### config.mk
export PLATFORM = sky130hd
export DESIGN_NAME = scc_device_flat
export DESIGN_NICKNAME = d
export VERILOG_FILES = /design/src/scc_pkg.sv /design/src/scc_if.sv /design/src/scc_device.sv /design/src/flat_wrapper.sv
export SDC_FILE = /design/constraint.sdc
export NUM_CORES = 1
export LEC_CHECK = 0
export BUFFER_PORTS_ARGS = -buffer_cell sky130_fd_sc_hd__buf_2
export CAP_MARGIN = 20
export CORE_MARGIN = 8
export CORE_UTILIZATION = 50
export CTS_CLUSTER_DIAMETER = 40
export DETAILED_ROUTE_END_ITERATION = 12
export GPL_ROUTABILITY_DRIVEN = 1
export GPL_TIMING_DRIVEN = 0
export PLACE_DENSITY = 0.7
export SLEW_MARGIN = 20
export SYNTH_ARGS = -nofsm -noshare
export SYNTH_HDL_FRONTEND = slang
export SYNTH_SLANG_ARGS = --single-unit
### constraint.sdc
create_clock -name i_sys_clk -period 3.2 [get_ports i_sys_clk]
set_clock_uncertainty 0.15 [all_clocks]
set_input_delay 0 -clock i_sys_clk [delete_from_list [all_inputs] [get_ports i_sys_clk]]
set_output_delay 0 -clock i_sys_clk [all_outputs]
set_load 0.03 [all_outputs]
### src/scc_pkg.sv
package scc_pkg;
  // Device register byte addresses on the device's own port.
  localparam logic [11:0] A_CLKGEN  = 12'h030;
  localparam logic [11:0] A_SRSTAT  = 12'h031;
  localparam logic [11:0] A_SRDELAY = 12'h032;
  localparam logic [11:0] A_CALTRIG = 12'h050;
  localparam logic [11:0] A_BGCAL   = 12'h057;
  localparam logic [11:0] A_LINKCTL = 12'h061;
  localparam logic [11:0] A_DECIM   = 12'h062;
  localparam logic [11:0] A_OFFSET  = 12'h063;
  localparam logic [11:0] A_TCAL    = 12'h066;
  localparam logic [11:0] A_DEVSTAT = 12'h06A;
  // Field positions.
  localparam int B_RCVR_ON  = 7;
  localparam int B_PROC_ON  = 6;
  localparam int B_SEEN_CLR = 5;
  localparam int B_MARG_CLR = 4;
  localparam int B_SEEN     = 7;
  localparam int B_MARG     = 6;
  localparam int B_CALTRIG  = 3;
  localparam int B_BGSEL    = 0;
  localparam int B_CONTSEL  = 1;
  localparam int B_TCAL_ON  = 0;
  localparam int B_LINK_ON  = 0;
  // Reset value, masks and constants.
  localparam logic [7:0] RST_ZERO   = 8'h00;
  localparam logic [7:0] CLR_MASK   = 8'h30;
  localparam logic [7:0] TRIG_MASK  = 8'h08;
  localparam logic [11:0] HOLD_CODE = 12'h800;
  localparam int ILA_MFRAMES        = 4;
  // Host register byte offsets on AHB-Lite.
  localparam logic [7:0] H_DEVADDR  = 8'h00;
  localparam logic [7:0] H_DEVWDATA = 8'h04;
  localparam logic [7:0] H_CMD      = 8'h08;
  localparam logic [7:0] H_STATUS   = 8'h0C;
  localparam logic [7:0] H_LINKCTL  = 8'h10;
  localparam int HB_WRITE    = 0;
  localparam int HB_READ     = 1;
  localparam int HB_SREF_GEN = 0;
  localparam int HB_SYNC_REQ = 1;

  typedef enum logic [2:0] {LINK_OFF, LINK_CGS, LINK_WAIT, LINK_ILA, LINK_DATA} scc_link_t;
  typedef enum logic [1:0] {CAL_IDLE, CAL_FG, CAL_BG} scc_cal_t;

  // Decimation code to factor; unknown codes fall back to bypass.
  function automatic logic [5:0] scc_dec_factor(input logic [2:0] code);
    case (code)
      3'h1:    scc_dec_factor = 6'h04;
      3'h2:    scc_dec_factor = 6'h08;
      3'h3:    scc_dec_factor = 6'h0A;
      3'h4:    scc_dec_factor = 6'h10;
      3'h5:    scc_dec_factor = 6'h14;
      3'h6:    scc_dec_factor = 6'h20;
      default: scc_dec_factor = 6'h01;
    endcase
  endfunction
endpackage

### src/scc_if.sv
`timescale 1ns/1ns
`default_nettype none
interface scc_if;
  logic [11:0] reg_addr;
  logic        reg_wr;
  logic        reg_rd;
  logic [7:0]  reg_wdata;
  logic [7:0]  reg_rdata;
  logic        reg_ack;
  logic        sysref;
  logic        sync_n;

  modport dev (input reg_addr, reg_wr, reg_rd, reg_wdata, sysref, sync_n,
               output reg_rdata, reg_ack);
  modport host (output reg_addr, reg_wr, reg_rd, reg_wdata, sysref, sync_n,
                input reg_rdata, reg_ack);
endinterface
`default_nettype wire

### src/scc_device.sv
`timescale 1ns/1ns
`default_nettype none
// Behaviour
// - four-bit delay shifts sampled SYSREF
// - sticky flag on delayed SYSREF rising edge
// - sticky flag on marginal setup or hold
// - seen-clear bit clears the seen flag
// - marginal-clear bit clears the marginal flag
// - receiver and processing enables gate SYSREF
// - host sweeps delay and loads clean centre
// - NCO phase reset during lane alignment
// - receivers release SYNC~ in one LMFC
// - factor one outputs raw samples every cycle
// - other factors output I/Q at reduced rate
// - foreground calibration holds a static output code
// - self-clearing trigger starts foreground calibration
// - foreground calibration ends in bounded cycles
// - calibration resets logic; host re-toggles link
// - five cores, one offline, swapped together
// - fixed rotation rate, not adjustable
// - host sets background bits then trigger
// - offset adjust ignored in background mode
// - timing enable lengthens foreground calibration
// - captured SYSREF edge aligns LMFC
// - SYNC~ low requests, high releases
module scc_device #(
  parameter int unsigned CAL_CYCLES  = 102_000_000,
  parameter int unsigned TCAL_CYCLES = 227_000_000,
  parameter int unsigned BG_CYCLES   = 816_000_000,
  parameter int unsigned LMFC_CYCLES = 32,
  parameter int unsigned CORES       = 5
) (
  // Clock and reset.
  input  wire logic        i_sys_clk,
  input  wire logic        i_reset,
  // Link and register port.
  scc_if.dev               bus,
  // Converter side.
  input  wire logic [11:0] i_sample,
  input  wire logic [3:0]  i_sysref_skew,
  output logic [14:0]      o_data_i,
  output logic [14:0]      o_data_q,
  output logic             o_data_valid,
  output logic             o_nco_reset,
  output logic             o_lmfc_edge,
  output logic [2:0]       o_offline_core
);
  localparam int unsigned ROT_CYCLES = BG_CYCLES / CORES;

  logic [7:0]  clkgen_reg, delay_reg, bgcal_reg, tcal_reg;
  logic [7:0]  linkctl_reg, decim_reg, offset_reg, rdata_reg;
  logic        seen_reg, marg_reg, prev_reg, ack_reg, rearm_reg;
  logic [15:0] taps_reg;
  logic [31:0] cal_cnt_reg;
  logic [7:0]  lmfc_cnt_reg, ila_cnt_reg;
  logic [5:0]  dec_cnt_reg;
  logic [1:0]  nco_ph_reg;
  logic [2:0]  core_reg;
  scc_pkg::scc_cal_t  cal_reg;
  scc_pkg::scc_link_t link_reg;
  logic        sref_on, sref_dly, sref_edge, marg_hit, link_on;
  logic        wr_clkgen, cal_start, bg_req;
  logic [5:0]  factor;
  logic [11:0] adj;
  logic [14:0] smp;

  //////////////////////////////////////////////////////////////////////////
  // Register writes.
  assign wr_clkgen = bus.reg_wr && bus.reg_addr == scc_pkg::A_CLKGEN;
  assign cal_start = bus.reg_wr && bus.reg_addr == scc_pkg::A_CALTRIG &&
                     bus.reg_wdata[scc_pkg::B_CALTRIG];

  // Configuration registers; clear and trigger bits are never stored.
  always_ff @(posedge i_sys_clk) begin
    if (i_reset) begin
      clkgen_reg  <= scc_pkg::RST_ZERO;
      delay_reg   <= scc_pkg::RST_ZERO;
      bgcal_reg   <= scc_pkg::RST_ZERO;
      tcal_reg    <= scc_pkg::RST_ZERO;
      linkctl_reg <= scc_pkg::RST_ZERO;
      decim_reg   <= scc_pkg::RST_ZERO;
      offset_reg  <= scc_pkg::RST_ZERO;
    end else if (bus.reg_wr) begin
      case (bus.reg_addr)
        scc_pkg::A_CLKGEN:  clkgen_reg  <= bus.reg_wdata & ~scc_pkg::CLR_MASK;
        scc_pkg::A_SRDELAY: delay_reg   <= bus.reg_wdata;
        scc_pkg::A_BGCAL:   bgcal_reg   <= bus.reg_wdata;
        scc_pkg::A_TCAL:    tcal_reg    <= bus.reg_wdata;
        scc_pkg::A_LINKCTL: linkctl_reg <= bus.reg_wdata;
        scc_pkg::A_DECIM:   decim_reg   <= bus.reg_wdata;
        scc_pkg::A_OFFSET:  offset_reg  <= bus.reg_wdata;
        default: ;
      endcase
    end
  end

  // Read data and acknowledge follow a strobe by one cycle.
  always_ff @(posedge i_sys_clk) begin
    if (i_reset) begin
      rdata_reg <= scc_pkg::RST_ZERO;
      ack_reg   <= 1'b0;
    end else begin
      ack_reg <= bus.reg_wr | bus.reg_rd;
      if (bus.reg_rd) begin
        case (bus.reg_addr)
          scc_pkg::A_CLKGEN:  rdata_reg <= clkgen_reg;
          scc_pkg::A_SRSTAT:  rdata_reg <= {seen_reg, marg_reg, 6'h00};
          scc_pkg::A_SRDELAY: rdata_reg <= delay_reg;
          scc_pkg::A_BGCAL:   rdata_reg <= bgcal_reg;
          scc_pkg::A_TCAL:    rdata_reg <= tcal_reg;
          scc_pkg::A_LINKCTL: rdata_reg <= linkctl_reg;
          scc_pkg::A_DECIM:   rdata_reg <= decim_reg;
          scc_pkg::A_OFFSET:  rdata_reg <= offset_reg;
          scc_pkg::A_DEVSTAT: rdata_reg <= {cal_reg == scc_pkg::CAL_FG, link_reg, core_reg,
                                            cal_reg == scc_pkg::CAL_BG};
          default:            rdata_reg <= scc_pkg::RST_ZERO;
        endcase
      end
    end
  end
  assign bus.reg_rdata = rdata_reg;
  assign bus.reg_ack   = ack_reg;

  //////////////////////////////////////////////////////////////////////////
  // SYSREF capture: a tap line stands in for the adjustable delay.
  assign sref_on = clkgen_reg[scc_pkg::B_RCVR_ON] & clkgen_reg[scc_pkg::B_PROC_ON];

  // Taps fill only while the receiver is on.
  always_ff @(posedge i_sys_clk) begin
    if (i_reset || !clkgen_reg[scc_pkg::B_RCVR_ON]) begin
      taps_reg <= 16'h0000;
      prev_reg <= 1'b0;
    end else begin
      taps_reg <= {taps_reg[14:0], bus.sysref};
      prev_reg <= sref_dly;
    end
  end
  assign sref_dly  = taps_reg[delay_reg[3:0]];
  assign sref_edge = sref_on & sref_dly & ~prev_reg;
  // An edge landing at or one tap after the skew point violates setup or hold.
  assign marg_hit  = sref_edge && (delay_reg[3:0] == i_sysref_skew ||
                                   delay_reg[3:0] == 4'(i_sysref_skew + 4'h1));

  // Sticky flags; a clear written in the same cycle wins.
  always_ff @(posedge i_sys_clk) begin
    if (i_reset) begin
      seen_reg <= 1'b0;
      marg_reg <= 1'b0;
    end else begin
      if (wr_clkgen && bus.reg_wdata[scc_pkg::B_SEEN_CLR])
        seen_reg <= 1'b0;
      else if (sref_edge)
        seen_reg <= 1'b1;
      if (wr_clkgen && bus.reg_wdata[scc_pkg::B_MARG_CLR])
        marg_reg <= 1'b0;
      else if (marg_hit)
        marg_reg <= 1'b1;
    end
  end

  // LMFC counter realigned by each captured edge.
  always_ff @(posedge i_sys_clk) begin
    if (i_reset || sref_edge)
      lmfc_cnt_reg <= 8'h00;
    else if (lmfc_cnt_reg == 8'(LMFC_CYCLES - 1))
      lmfc_cnt_reg <= 8'h00;
    else
      lmfc_cnt_reg <= lmfc_cnt_reg + 8'h01;
  end
  assign o_lmfc_edge = lmfc_cnt_reg == 8'h00;

  //////////////////////////////////////////////////////////////////////////
  // Calibration sequencer.
  assign bg_req = bgcal_reg[scc_pkg::B_BGSEL] & bgcal_reg[scc_pkg::B_CONTSEL];

  // A trigger restarts the sequencer from any state.
  always_ff @(posedge i_sys_clk) begin
    if (i_reset) begin
      cal_reg     <= scc_pkg::CAL_IDLE;
      cal_cnt_reg <= 32'h0000_0000;
      core_reg    <= 3'h0;
    end else if (cal_start) begin
      cal_reg     <= scc_pkg::CAL_FG;
      cal_cnt_reg <= tcal_reg[scc_pkg::B_TCAL_ON] ? TCAL_CYCLES - 1
                                                 : CAL_CYCLES - 1;
      core_reg    <= 3'h0;
    end else begin
      case (cal_reg)
        scc_pkg::CAL_FG: begin
          if (cal_cnt_reg == 32'h0000_0000) begin
            cal_reg     <= bg_req ? scc_pkg::CAL_BG : scc_pkg::CAL_IDLE;
            cal_cnt_reg <= ROT_CYCLES - 1;
          end else begin
            cal_cnt_reg <= cal_cnt_reg - 32'h0000_0001;
          end
        end
        scc_pkg::CAL_BG: begin
          if (!bg_req) begin
            cal_reg <= scc_pkg::CAL_IDLE;
          end else if (cal_cnt_reg == 32'h0000_0000) begin
            cal_cnt_reg <= ROT_CYCLES - 1;
            core_reg    <= core_reg == 3'(CORES - 1) ? 3'h0 : core_reg + 3'h1;
          end else begin
            cal_cnt_reg <= cal_cnt_reg - 32'h0000_0001;
          end
        end
        default: cal_reg <= scc_pkg::CAL_IDLE;
      endcase
    end
  end
  assign o_offline_core = core_reg;

  //////////////////////////////////////////////////////////////////////////
  // Link state; after a calibration the link bit must go low then high.
  always_ff @(posedge i_sys_clk) begin
    if (i_reset)
      rearm_reg <= 1'b0;
    else if (cal_start)
      rearm_reg <= 1'b1;
    else if (!linkctl_reg[scc_pkg::B_LINK_ON])
      rearm_reg <= 1'b0;
  end
  assign link_on = linkctl_reg[scc_pkg::B_LINK_ON] & ~rearm_reg;

  // Code groups until SYNC~ releases, then alignment from an LMFC edge.
  always_ff @(posedge i_sys_clk) begin
    if (i_reset || !link_on) begin
      link_reg    <= scc_pkg::LINK_OFF;
      ila_cnt_reg <= 8'h00;
    end else if (!bus.sync_n && link_reg != scc_pkg::LINK_OFF) begin
      link_reg <= scc_pkg::LINK_CGS;
    end else begin
      case (link_reg)
        scc_pkg::LINK_OFF: link_reg <= scc_pkg::LINK_CGS;
        scc_pkg::LINK_CGS: if (bus.sync_n) link_reg <= scc_pkg::LINK_WAIT;
        scc_pkg::LINK_WAIT: begin
          ila_cnt_reg <= 8'h00;
          if (o_lmfc_edge) link_reg <= scc_pkg::LINK_ILA;
        end
        scc_pkg::LINK_ILA: begin
          if (o_lmfc_edge) ila_cnt_reg <= ila_cnt_reg + 8'h01;
          if (o_lmfc_edge && ila_cnt_reg == 8'(scc_pkg::ILA_MFRAMES - 1))
            link_reg <= scc_pkg::LINK_DATA;
        end
        scc_pkg::LINK_DATA: link_reg <= scc_pkg::LINK_DATA;
        default: link_reg <= scc_pkg::LINK_OFF;
      endcase
    end
  end
  assign o_nco_reset = link_reg == scc_pkg::LINK_ILA;

  // Quarter-rate NCO phase, held at zero through alignment.
  always_ff @(posedge i_sys_clk) begin
    if (i_reset || o_nco_reset)
      nco_ph_reg <= 2'h0;
    else
      nco_ph_reg <= nco_ph_reg + 2'h1;
  end

  //////////////////////////////////////////////////////////////////////////
  // Output datapath.
  assign factor = scc_pkg::scc_dec_factor(decim_reg[2:0]);
  assign adj = (cal_reg == scc_pkg::CAL_BG) ? i_sample
             : 12'(i_sample + {{4{offset_reg[7]}}, offset_reg});
  assign smp = {{4{~adj[11]}}, adj[10:0]};

  // Decimation phase counter.
  always_ff @(posedge i_sys_clk) begin
    if (i_reset || dec_cnt_reg >= 6'(factor - 6'h01))
      dec_cnt_reg <= 6'h00;
    else
      dec_cnt_reg <= dec_cnt_reg + 6'h01;
  end

  // Bypass, mixed I/Q, or the static code during foreground calibration.
  always_ff @(posedge i_sys_clk) begin
    if (i_reset) begin
      o_data_i     <= 15'h0000;
      o_data_q     <= 15'h0000;
      o_data_valid <= 1'b0;
    end else if (factor == 6'h01) begin
      o_data_valid <= 1'b1;
      o_data_i     <= {3'h0, (cal_reg == scc_pkg::CAL_FG) ? scc_pkg::HOLD_CODE : adj};
      o_data_q     <= 15'h0000;
    end else begin
      o_data_valid <= dec_cnt_reg == 6'h00;
      if (cal_reg == scc_pkg::CAL_FG) begin
        o_data_i <= 15'h0000;
        o_data_q <= 15'h0000;
      end else if (dec_cnt_reg == 6'h00) begin
        o_data_i <= nco_ph_reg[0] ? 15'h0000 : (nco_ph_reg[1] ? 15'(-smp) : smp);
        o_data_q <= !nco_ph_reg[0] ? 15'h0000 : (nco_ph_reg[1] ? smp : 15'(-smp));
      end
    end
  end
endmodule
`default_nettype wire

### src/flat_wrapper.sv
// flat-port wrapper written by rule: the top's interface ports become plain ports
module scc_device_flat 
#(
  parameter int unsigned CAL_CYCLES  = 102_000_000,
  parameter int unsigned TCAL_CYCLES = 227_000_000,
  parameter int unsigned BG_CYCLES   = 816_000_000,
  parameter int unsigned LMFC_CYCLES = 32,
  parameter int unsigned CORES       = 5
)
  (i_sys_clk, i_reset, i_sample, i_sysref_skew, o_data_i, o_data_q, o_data_valid, o_nco_reset, o_lmfc_edge, o_offline_core, bus_reg_addr, bus_reg_wr, bus_reg_rd, bus_reg_wdata, bus_sysref, bus_sync_n, bus_reg_rdata, bus_reg_ack);
  scc_if bus_i ();
  input  wire logic i_sys_clk;
  input  wire logic i_reset;
  input  wire logic [11:0] i_sample;
  input  wire logic [3:0] i_sysref_skew;
  output logic [14:0] o_data_i;
  output logic [14:0] o_data_q;
  output logic o_data_valid;
  output logic o_nco_reset;
  output logic o_lmfc_edge;
  output logic [2:0] o_offline_core;
  input wire logic [$bits(bus_i.reg_addr)-1:0] bus_reg_addr;
  input wire logic [$bits(bus_i.reg_wr)-1:0] bus_reg_wr;
  input wire logic [$bits(bus_i.reg_rd)-1:0] bus_reg_rd;
  input wire logic [$bits(bus_i.reg_wdata)-1:0] bus_reg_wdata;
  input wire logic [$bits(bus_i.sysref)-1:0] bus_sysref;
  input wire logic [$bits(bus_i.sync_n)-1:0] bus_sync_n;
  output wire logic [$bits(bus_i.reg_rdata)-1:0] bus_reg_rdata;
  output wire logic [$bits(bus_i.reg_ack)-1:0] bus_reg_ack;
  assign bus_i.reg_addr = bus_reg_addr;
  assign bus_i.reg_wr = bus_reg_wr;
  assign bus_i.reg_rd = bus_reg_rd;
  assign bus_i.reg_wdata = bus_reg_wdata;
  assign bus_i.sysref = bus_sysref;
  assign bus_i.sync_n = bus_sync_n;
  assign bus_reg_rdata = bus_i.reg_rdata;
  assign bus_reg_ack = bus_i.reg_ack;
  scc_device #(.CAL_CYCLES(CAL_CYCLES), .TCAL_CYCLES(TCAL_CYCLES), .BG_CYCLES(BG_CYCLES), .LMFC_CYCLES(LMFC_CYCLES), .CORES(CORES)) u_core (.i_sys_clk(i_sys_clk), .i_reset(i_reset), .bus(bus_i), .i_sample(i_sample), .i_sysref_skew(i_sysref_skew), .o_data_i(o_data_i), .o_data_q(o_data_q), .o_data_valid(o_data_valid), .o_nco_reset(o_nco_reset), .o_lmfc_edge(o_lmfc_edge), .o_offline_core(o_offline_core));
endmodule
==> impl_metrics.ini, run 1 <==
[route]
ant_nets = 0
drt_iter0_markers = 844
drt_pre_antenna_iters = 10
drc_errors = 0
wl_per_cell_um = 17.2
post_drt_via_cell_ratio = 5.87
wirelength_mm = 26.2
vias = 8916

[pwr]
leakagePower_nw = 4.32
p_sw_share_pct = 25.6
clockPowerShare_pct = 45.8
power_frac_seq_pct = 47.0
p_int_mw = 3.55
ir_drop_mv = 0.383
netSwitchingPower_mw = 1.22
combinationalPowerShare_pct = 7.2
power.total_mw = 4.77
power.density_mw_per_mm2 = 431

[setup_path]
cp_common_cell = or4_4
path_delay_family = simple AND/OR/NAND/NOR gates
reg2reg_to = u_core.o_offline_core[2]
setup.worst_path.class = reg2reg
end_kind = register
reg2reg_depth = 7
r2r_start = u_core.cal_cnt_reg[8]
path_cells = buf_6 -> or4_4 -> or4_4 -> or4_4 -> or3_4 -> or3b_4 -> a21oi_2
crit_slowest_cell = or4_4
cp_max_fo = 8
crit_buf_inv = 1
worst-path-stages = 7
rrSetupSlack_ns = 0.03
cp-start-kind = register
cp.required_ns = 3.42
slowest_delay_ns = 0.59
cp.arrival_ns = 3.39

[sta]
hold_violations = 0
tightest_slew_ns = 1.07
fin_ws_ns = 0.0296
setup_viol = 0
period_needed_ns = 3.17
finalCritPeriodShare_pct = 99.1
finalSetupTns_ns = 0
fmax_mhz = 315
drv_slew = 0
rsz0062_at_grt = true
relSlewSlack_pct = 28.5

[synthesis]
syn_area_mm2 = 0.00925
ys_ff_latch = 178
ys_top_cells_by_area = dfxtp_1 (39%), a21oi_1 (6.5%), nand2_1 (5.6%)
yosysTopAreaCell = dfxtp_1
seq_area_frac_synth_pct = 38.5
syn_inst = 1144
ys_warn_count = 0
ys.flop_type = dfxtp_1
synth_fp_nets = 1219
yosys.area.top_type_share_pct = 38.5
synth_cell_types = 70
async_flop_share_pct = 0
synth_edf_count = 0
synth.avg_cell_area_um2 = 8.08

[hold_path]
hold_depth = 5
hp-class = in2reg
min_from = i_sample[10]
holdPathEnd = u_core.o_data_q[10]

[clock_tree]
clkTransAtPathRegs_ns = 0.07
h-tree-depth = 4
cts_tree = yes
insertion_delay_ns = 0.44
cts-root-buf = clkbuf_16
cts.sinks = 178
clk_path_buf_depth = 2
numCtsBuffers = 17

[die]
die_height_um = 152
die_w_um = 152
die_area_mm2 = 0.0231
initial_core_util_pct = 51.1
core_mm2 = 0.0181
pin_count = 87
fp-row-count = 49

[global_routing]
grt_pass1_vias = 8322
grt_pass1_wl_mm = 42.7
antenna_found_initial = 0
grt_use_total_pct = 22.2
grt_max_degree = 19
overflow = 0

[placed_design]
gp_congestion = 0.921
port_buffers = 83
pre_cts_slack_ns = -0.556
dp_hpwl_mm = 18.9

[layout]
final_cell_mix = dfxtp_1 (175), nand2_1 (137), nor2_1 (125)
fin_nets = 1353
area_growth_pct = 19.6
final_common_cell = dfxtp_1
largest_reg_flops = 32
drive_gt1_share_pct = 15.1
insertedDiodeCount = 0

[run]
cap_violations = 0

[status]
status = completed
-- cell families (layout without fill, tap and decap cells) --
kind of cell               after synthesis  after routing  share of synthesized area, %
AOI/OAI and AO/OA                      285            285                          19.2
xor gates and xnor gates                47             47                          4.45
adders and majority gates               33             33                          4.55
buffers and inverters                   85            232                          3.69
DFF                                    178            178                          38.5
muxes                                   36             36                          4.60
and+or+nand+nor                        480            480                          25.0
-- worst reg2reg max path: stages, from the launching register on --
cell	delay, ns
dfxtp_1	0.31
buf_6	0.13
or4_4	0.53
or4_4	0.53
or4_4	0.59
or3_4	0.38
or3b_4	0.38
a21oi_2	0.11
-- stage by stage --
| stage | area [µm²] | hold slack, ns | std cells | utilization [%] |
|---|---|---|---|---|
| 3_3_place_gp | 9950 | 0.0519 | 1456 | 55.0 |
| 4_1_cts | 10900 | -0.102 | 1512 | 60.2 |
| 3_5_place_dp | 9980 | 0.0545 | 1458 | 55.2 |
| 6_report | 11100 | 0.0214 | 1520 | 61.2 |
| 2_1_floorplan | 9250 | -0.0544 | 1144 | - |
| 5_1_grt | 11100 | 0.0584 | 1520 | 61.2 |
-- worst max path at each step --
stage | start | endpoint | slack (ns)
after CTS | u_core.offset_reg[0] | u_core.o_data_i[11] | -0.0005
final | u_core.cal_cnt_reg[8] | u_core.o_offline_core[2] | 0.03
after global routing | u_core.cal_cnt_reg[8] | u_core.o_offline_core[2] | -0.04
after floorplan | u_core.cal_cnt_reg[8] | u_core.o_offline_core[2] | 0.01
after global placement | u_core.cal_reg[0] | u_core.o_data_i[11] | -0.60
after detailed placement | u_core.cal_reg[0] | u_core.o_data_i[11] | -0.56
-- layout make-up --
cell class              count  area (µm²)
clock buffers              17         425
inverters                  30         113
flip-flops and latches    178        3570
plain buffers              52         210
fillers                  1590        7020
clock inverters            15         190
multi-input cells         881        5550
well taps                 229         287
repair buffers            118         723
-- Yosys cell counts, types with 10 or more instances --
cell type / n
a22oi_1: 18
xor2_1: 25
or3_1: 18
inv_1: 29
dfxtp_1: 178
nand2_1: 139
o21ai_0: 48
clkbuf_1: 45
mux2i_1: 29
nor2b_1: 13
nor2_1: 127
and2_1: 21
xnor2_1: 22
nor4_1: 10
nor3_1: 30
nand3_1: 61
ha_1: 32
a222oi_1: 10
a21oi_1: 120
-- power groups by stage --
stage / Sequential [mW] / Combinational [mW] / Clock [mW]
2_1_floorplan: 2.31 / 0.173 / 0
3_3_place_gp: 2.29 / 0.305 / 0
3_5_place_dp: 2.29 / 0.308 / 0
4_1_cts: 2.24 / 0.332 / 2.22
5_1_grt: 2.24 / 0.373 / 2.31
6_report: 2.24 / 0.345 / 2.19
-- routing by layer --
layer  vias to the layer above  track usage (%)  wire (µm)
li1                       4387                -          -
met1                      4145             29.1      12100
met4                         0             9.09        697
met3                        56             4.71       1860
met5                         -                0          0
met2                       328             35.1      11500
-- repair_timing --
action | CTS | global route
hold buffers | 17 | 1
endpoints found under the setup margin | 49 | 34
setup buffers | 6 | 9
resized for setup | 19 | 32
pin swaps | 5 | 11
gates cloned | 0 | 0
hold endpoints to repair | 93 | 4
(Power assumes the default switching activity.)
==> run 2: changes to the inputs <==
--- a/config.mk
+++ b/config.mk
@@ -7,13 +7,15 @@
 export LEC_CHECK = 0
 export BUFFER_PORTS_ARGS = -buffer_cell sky130_fd_sc_hd__buf_2
 export CAP_MARGIN = 20
+export CELL_PAD_IN_SITES_DETAIL_PLACEMENT = 1
+export CELL_PAD_IN_SITES_GLOBAL_PLACEMENT = 2
 export CORE_MARGIN = 8
-export CORE_UTILIZATION = 50
+export CORE_UTILIZATION = 32
 export CTS_CLUSTER_DIAMETER = 40
 export DETAILED_ROUTE_END_ITERATION = 12
 export GPL_ROUTABILITY_DRIVEN = 1
 export GPL_TIMING_DRIVEN = 0
-export PLACE_DENSITY = 0.7
+export PLACE_DENSITY = 0.74
 export SLEW_MARGIN = 20
 export SYNTH_ARGS = -nofsm -noshare
 export SYNTH_HDL_FRONTEND = slang
==> impl_metrics.ini, run 2 (same netlist as run 1, synthesis figures left out) <==
[setup_path]
setup.worst_path.class = reg2reg
cp_common_cell = or4_4
end_kind = register
path_cells = or4_4 -> or4_4 -> or4_4 -> or3_4 -> or3b_1 -> a21oi_2
crit_slowest_cell = or4_4
cp-start-kind = register
cp.arrival_ns = 3.36
slowest_delay_ns = 0.55
cp.required_ns = 3.42
cp_max_fo = 6

[global_routing]
grt_pass1_vias = 9004
antenna_found_initial = 0
grtUsageMet2_pct = 31.0
overflow = 0
grt_max_degree = 19
top_usage_layer = met2
use_met3_pct = 2.71
grt_use_met1_pct = 24.3
grt_use_total_pct = 18.7
grt_pass1_wl_mm = 50.4

[pwr]
power.density_mw_per_mm2 = 424
ir_drop_mv = 0.350
leakagePower_nw = 4.31

[layout]
largest_reg_flops = 32
area_growth_pct = 21.7
insertedDiodeCount = 0
final_common_cell = dfxtp_1
drive_gt1_share_pct = 15.8
fin_nets = 1352
final_cell_mix = dfxtp_1 (173), nand2_1 (139), nor2_1 (125)

[die]
fp-row-count = 62
die_height_um = 186
die_w_um = 186
core_mm2 = 0.0285
pin_count = 87
initial_core_util_pct = 32.4
die_area_mm2 = 0.0346

[route]
wl_per_cell_um = 19.0
post_drt_via_cell_ratio = 5.31
drc_errors = 0
drt_pre_antenna_iters = 7
drt_iter0_markers = 466
vias = 8883
ant_nets = 0
wirelength_mm = 31.9

[placed_design]
gp_congestion = 0.821
port_buffers = 83
dp_hpwl_mm = 23.6
pre_cts_slack_ns = -0.705

[status]
status = completed

[sta]
finalSetupTns_ns = 0
drv_slew = 0
hold_violations = 0
relSlewSlack_pct = 29.0
setup_viol = 0
fin_ws_ns = 0.0598
period_needed_ns = 3.14
fmax_mhz = 318
tightest_slew_ns = 1.06
finalCritPeriodShare_pct = 98.1

[clock_tree]
cts-root-buf = clkbuf_16
clk_path_buf_depth = 2
numCtsBuffers = 17
cts.sinks = 178
h-tree-depth = 4
cts_tree = yes
clkTransAtPathRegs_ns = 0.08
insertion_delay_ns = 0.45

[hold_path]
hp-class = in2reg

[run]
cap_violations = 0
## run 2: report_power, final
part,switching [mW],internal (mW)
clock,1.06,1.12
sequential,0.0128,2.23
combinational,0.232,0.128
total,1.30,3.47
## run 2: metrics by stage
stage / util, % / instances / hold WS, ns / total power, mW / area [µm²]
after floorplan: - / 1144 / -0.0544 / 2.48 / 9250
after global routing: 39.4 / 1674 / 0.0469 / 4.95 / 11300
after CTS: 39.0 / 1671 / 0.0125 / 4.82 / 11100
after detailed placement: 35.7 / 1613 / 0.0570 / 2.62 / 10200
final: 39.4 / 1674 / 0.0230 / 4.77 / 11300
after global placement: 35.5 / 1611 / 0.0528 / 2.62 / 10100
## run 2: final timing paths
| path | cells after the start | slack, ns | startpoint | endpoint |
|---|---|---|---|---|
| max | 6 | 0.06 | u_core.cal_cnt_reg[11] | u_core.o_offline_core[2] |
| min | 6 | 0.02 | i_sample[7] | u_core.o_data_q[7] |
| max reg2reg | 6 | 0.06 | u_core.cal_cnt_reg[11] | u_core.o_offline_core[2] |
| min reg2reg | 2 | 0.30 | u_core.o_data_q[7] | u_core.o_data_q[7] |
## run 2: layout make-up
type / instances / area [µm²]
fill: 3460 / 17300
multi-input combinational: 881 / 5570
sequential: 178 / 3570
timing repair buffer: 118 / 721
tap: 384 / 480
clock buffer: 17 / 425
buffer: 51 / 213
clock inverter: 15 / 166
inverter: 30 / 113
## run 2: worst max-delay path: cells and delay by family (launching register included)
kind | cells | cell delay, ns
compound gates | 1 | 0.13
simple gates | 5 | 2.44
flops | 1 | 0.34
## run 2: per-layer routing
metal / routed length [µm] / share of wire (%) / vias up
met1: 15100 / 47 / 4311
li1: - / - / 4372
met4: 724 / 2.3 / 0
met2: 14800 / 46 / 163
met5: 0 / 0 / -
met3: 1230 / 3.9 / 37
## run 2: what timing repair did
action | 4_1_cts | 5_1_grt
setup endpoints to repair | 51 | 34
resized for setup | 29 | 32
pin swaps | 8 | 15
hold buffers | 18 | 0
hold endpoints to repair | 86 | 0
setup buffers | 9 | 6
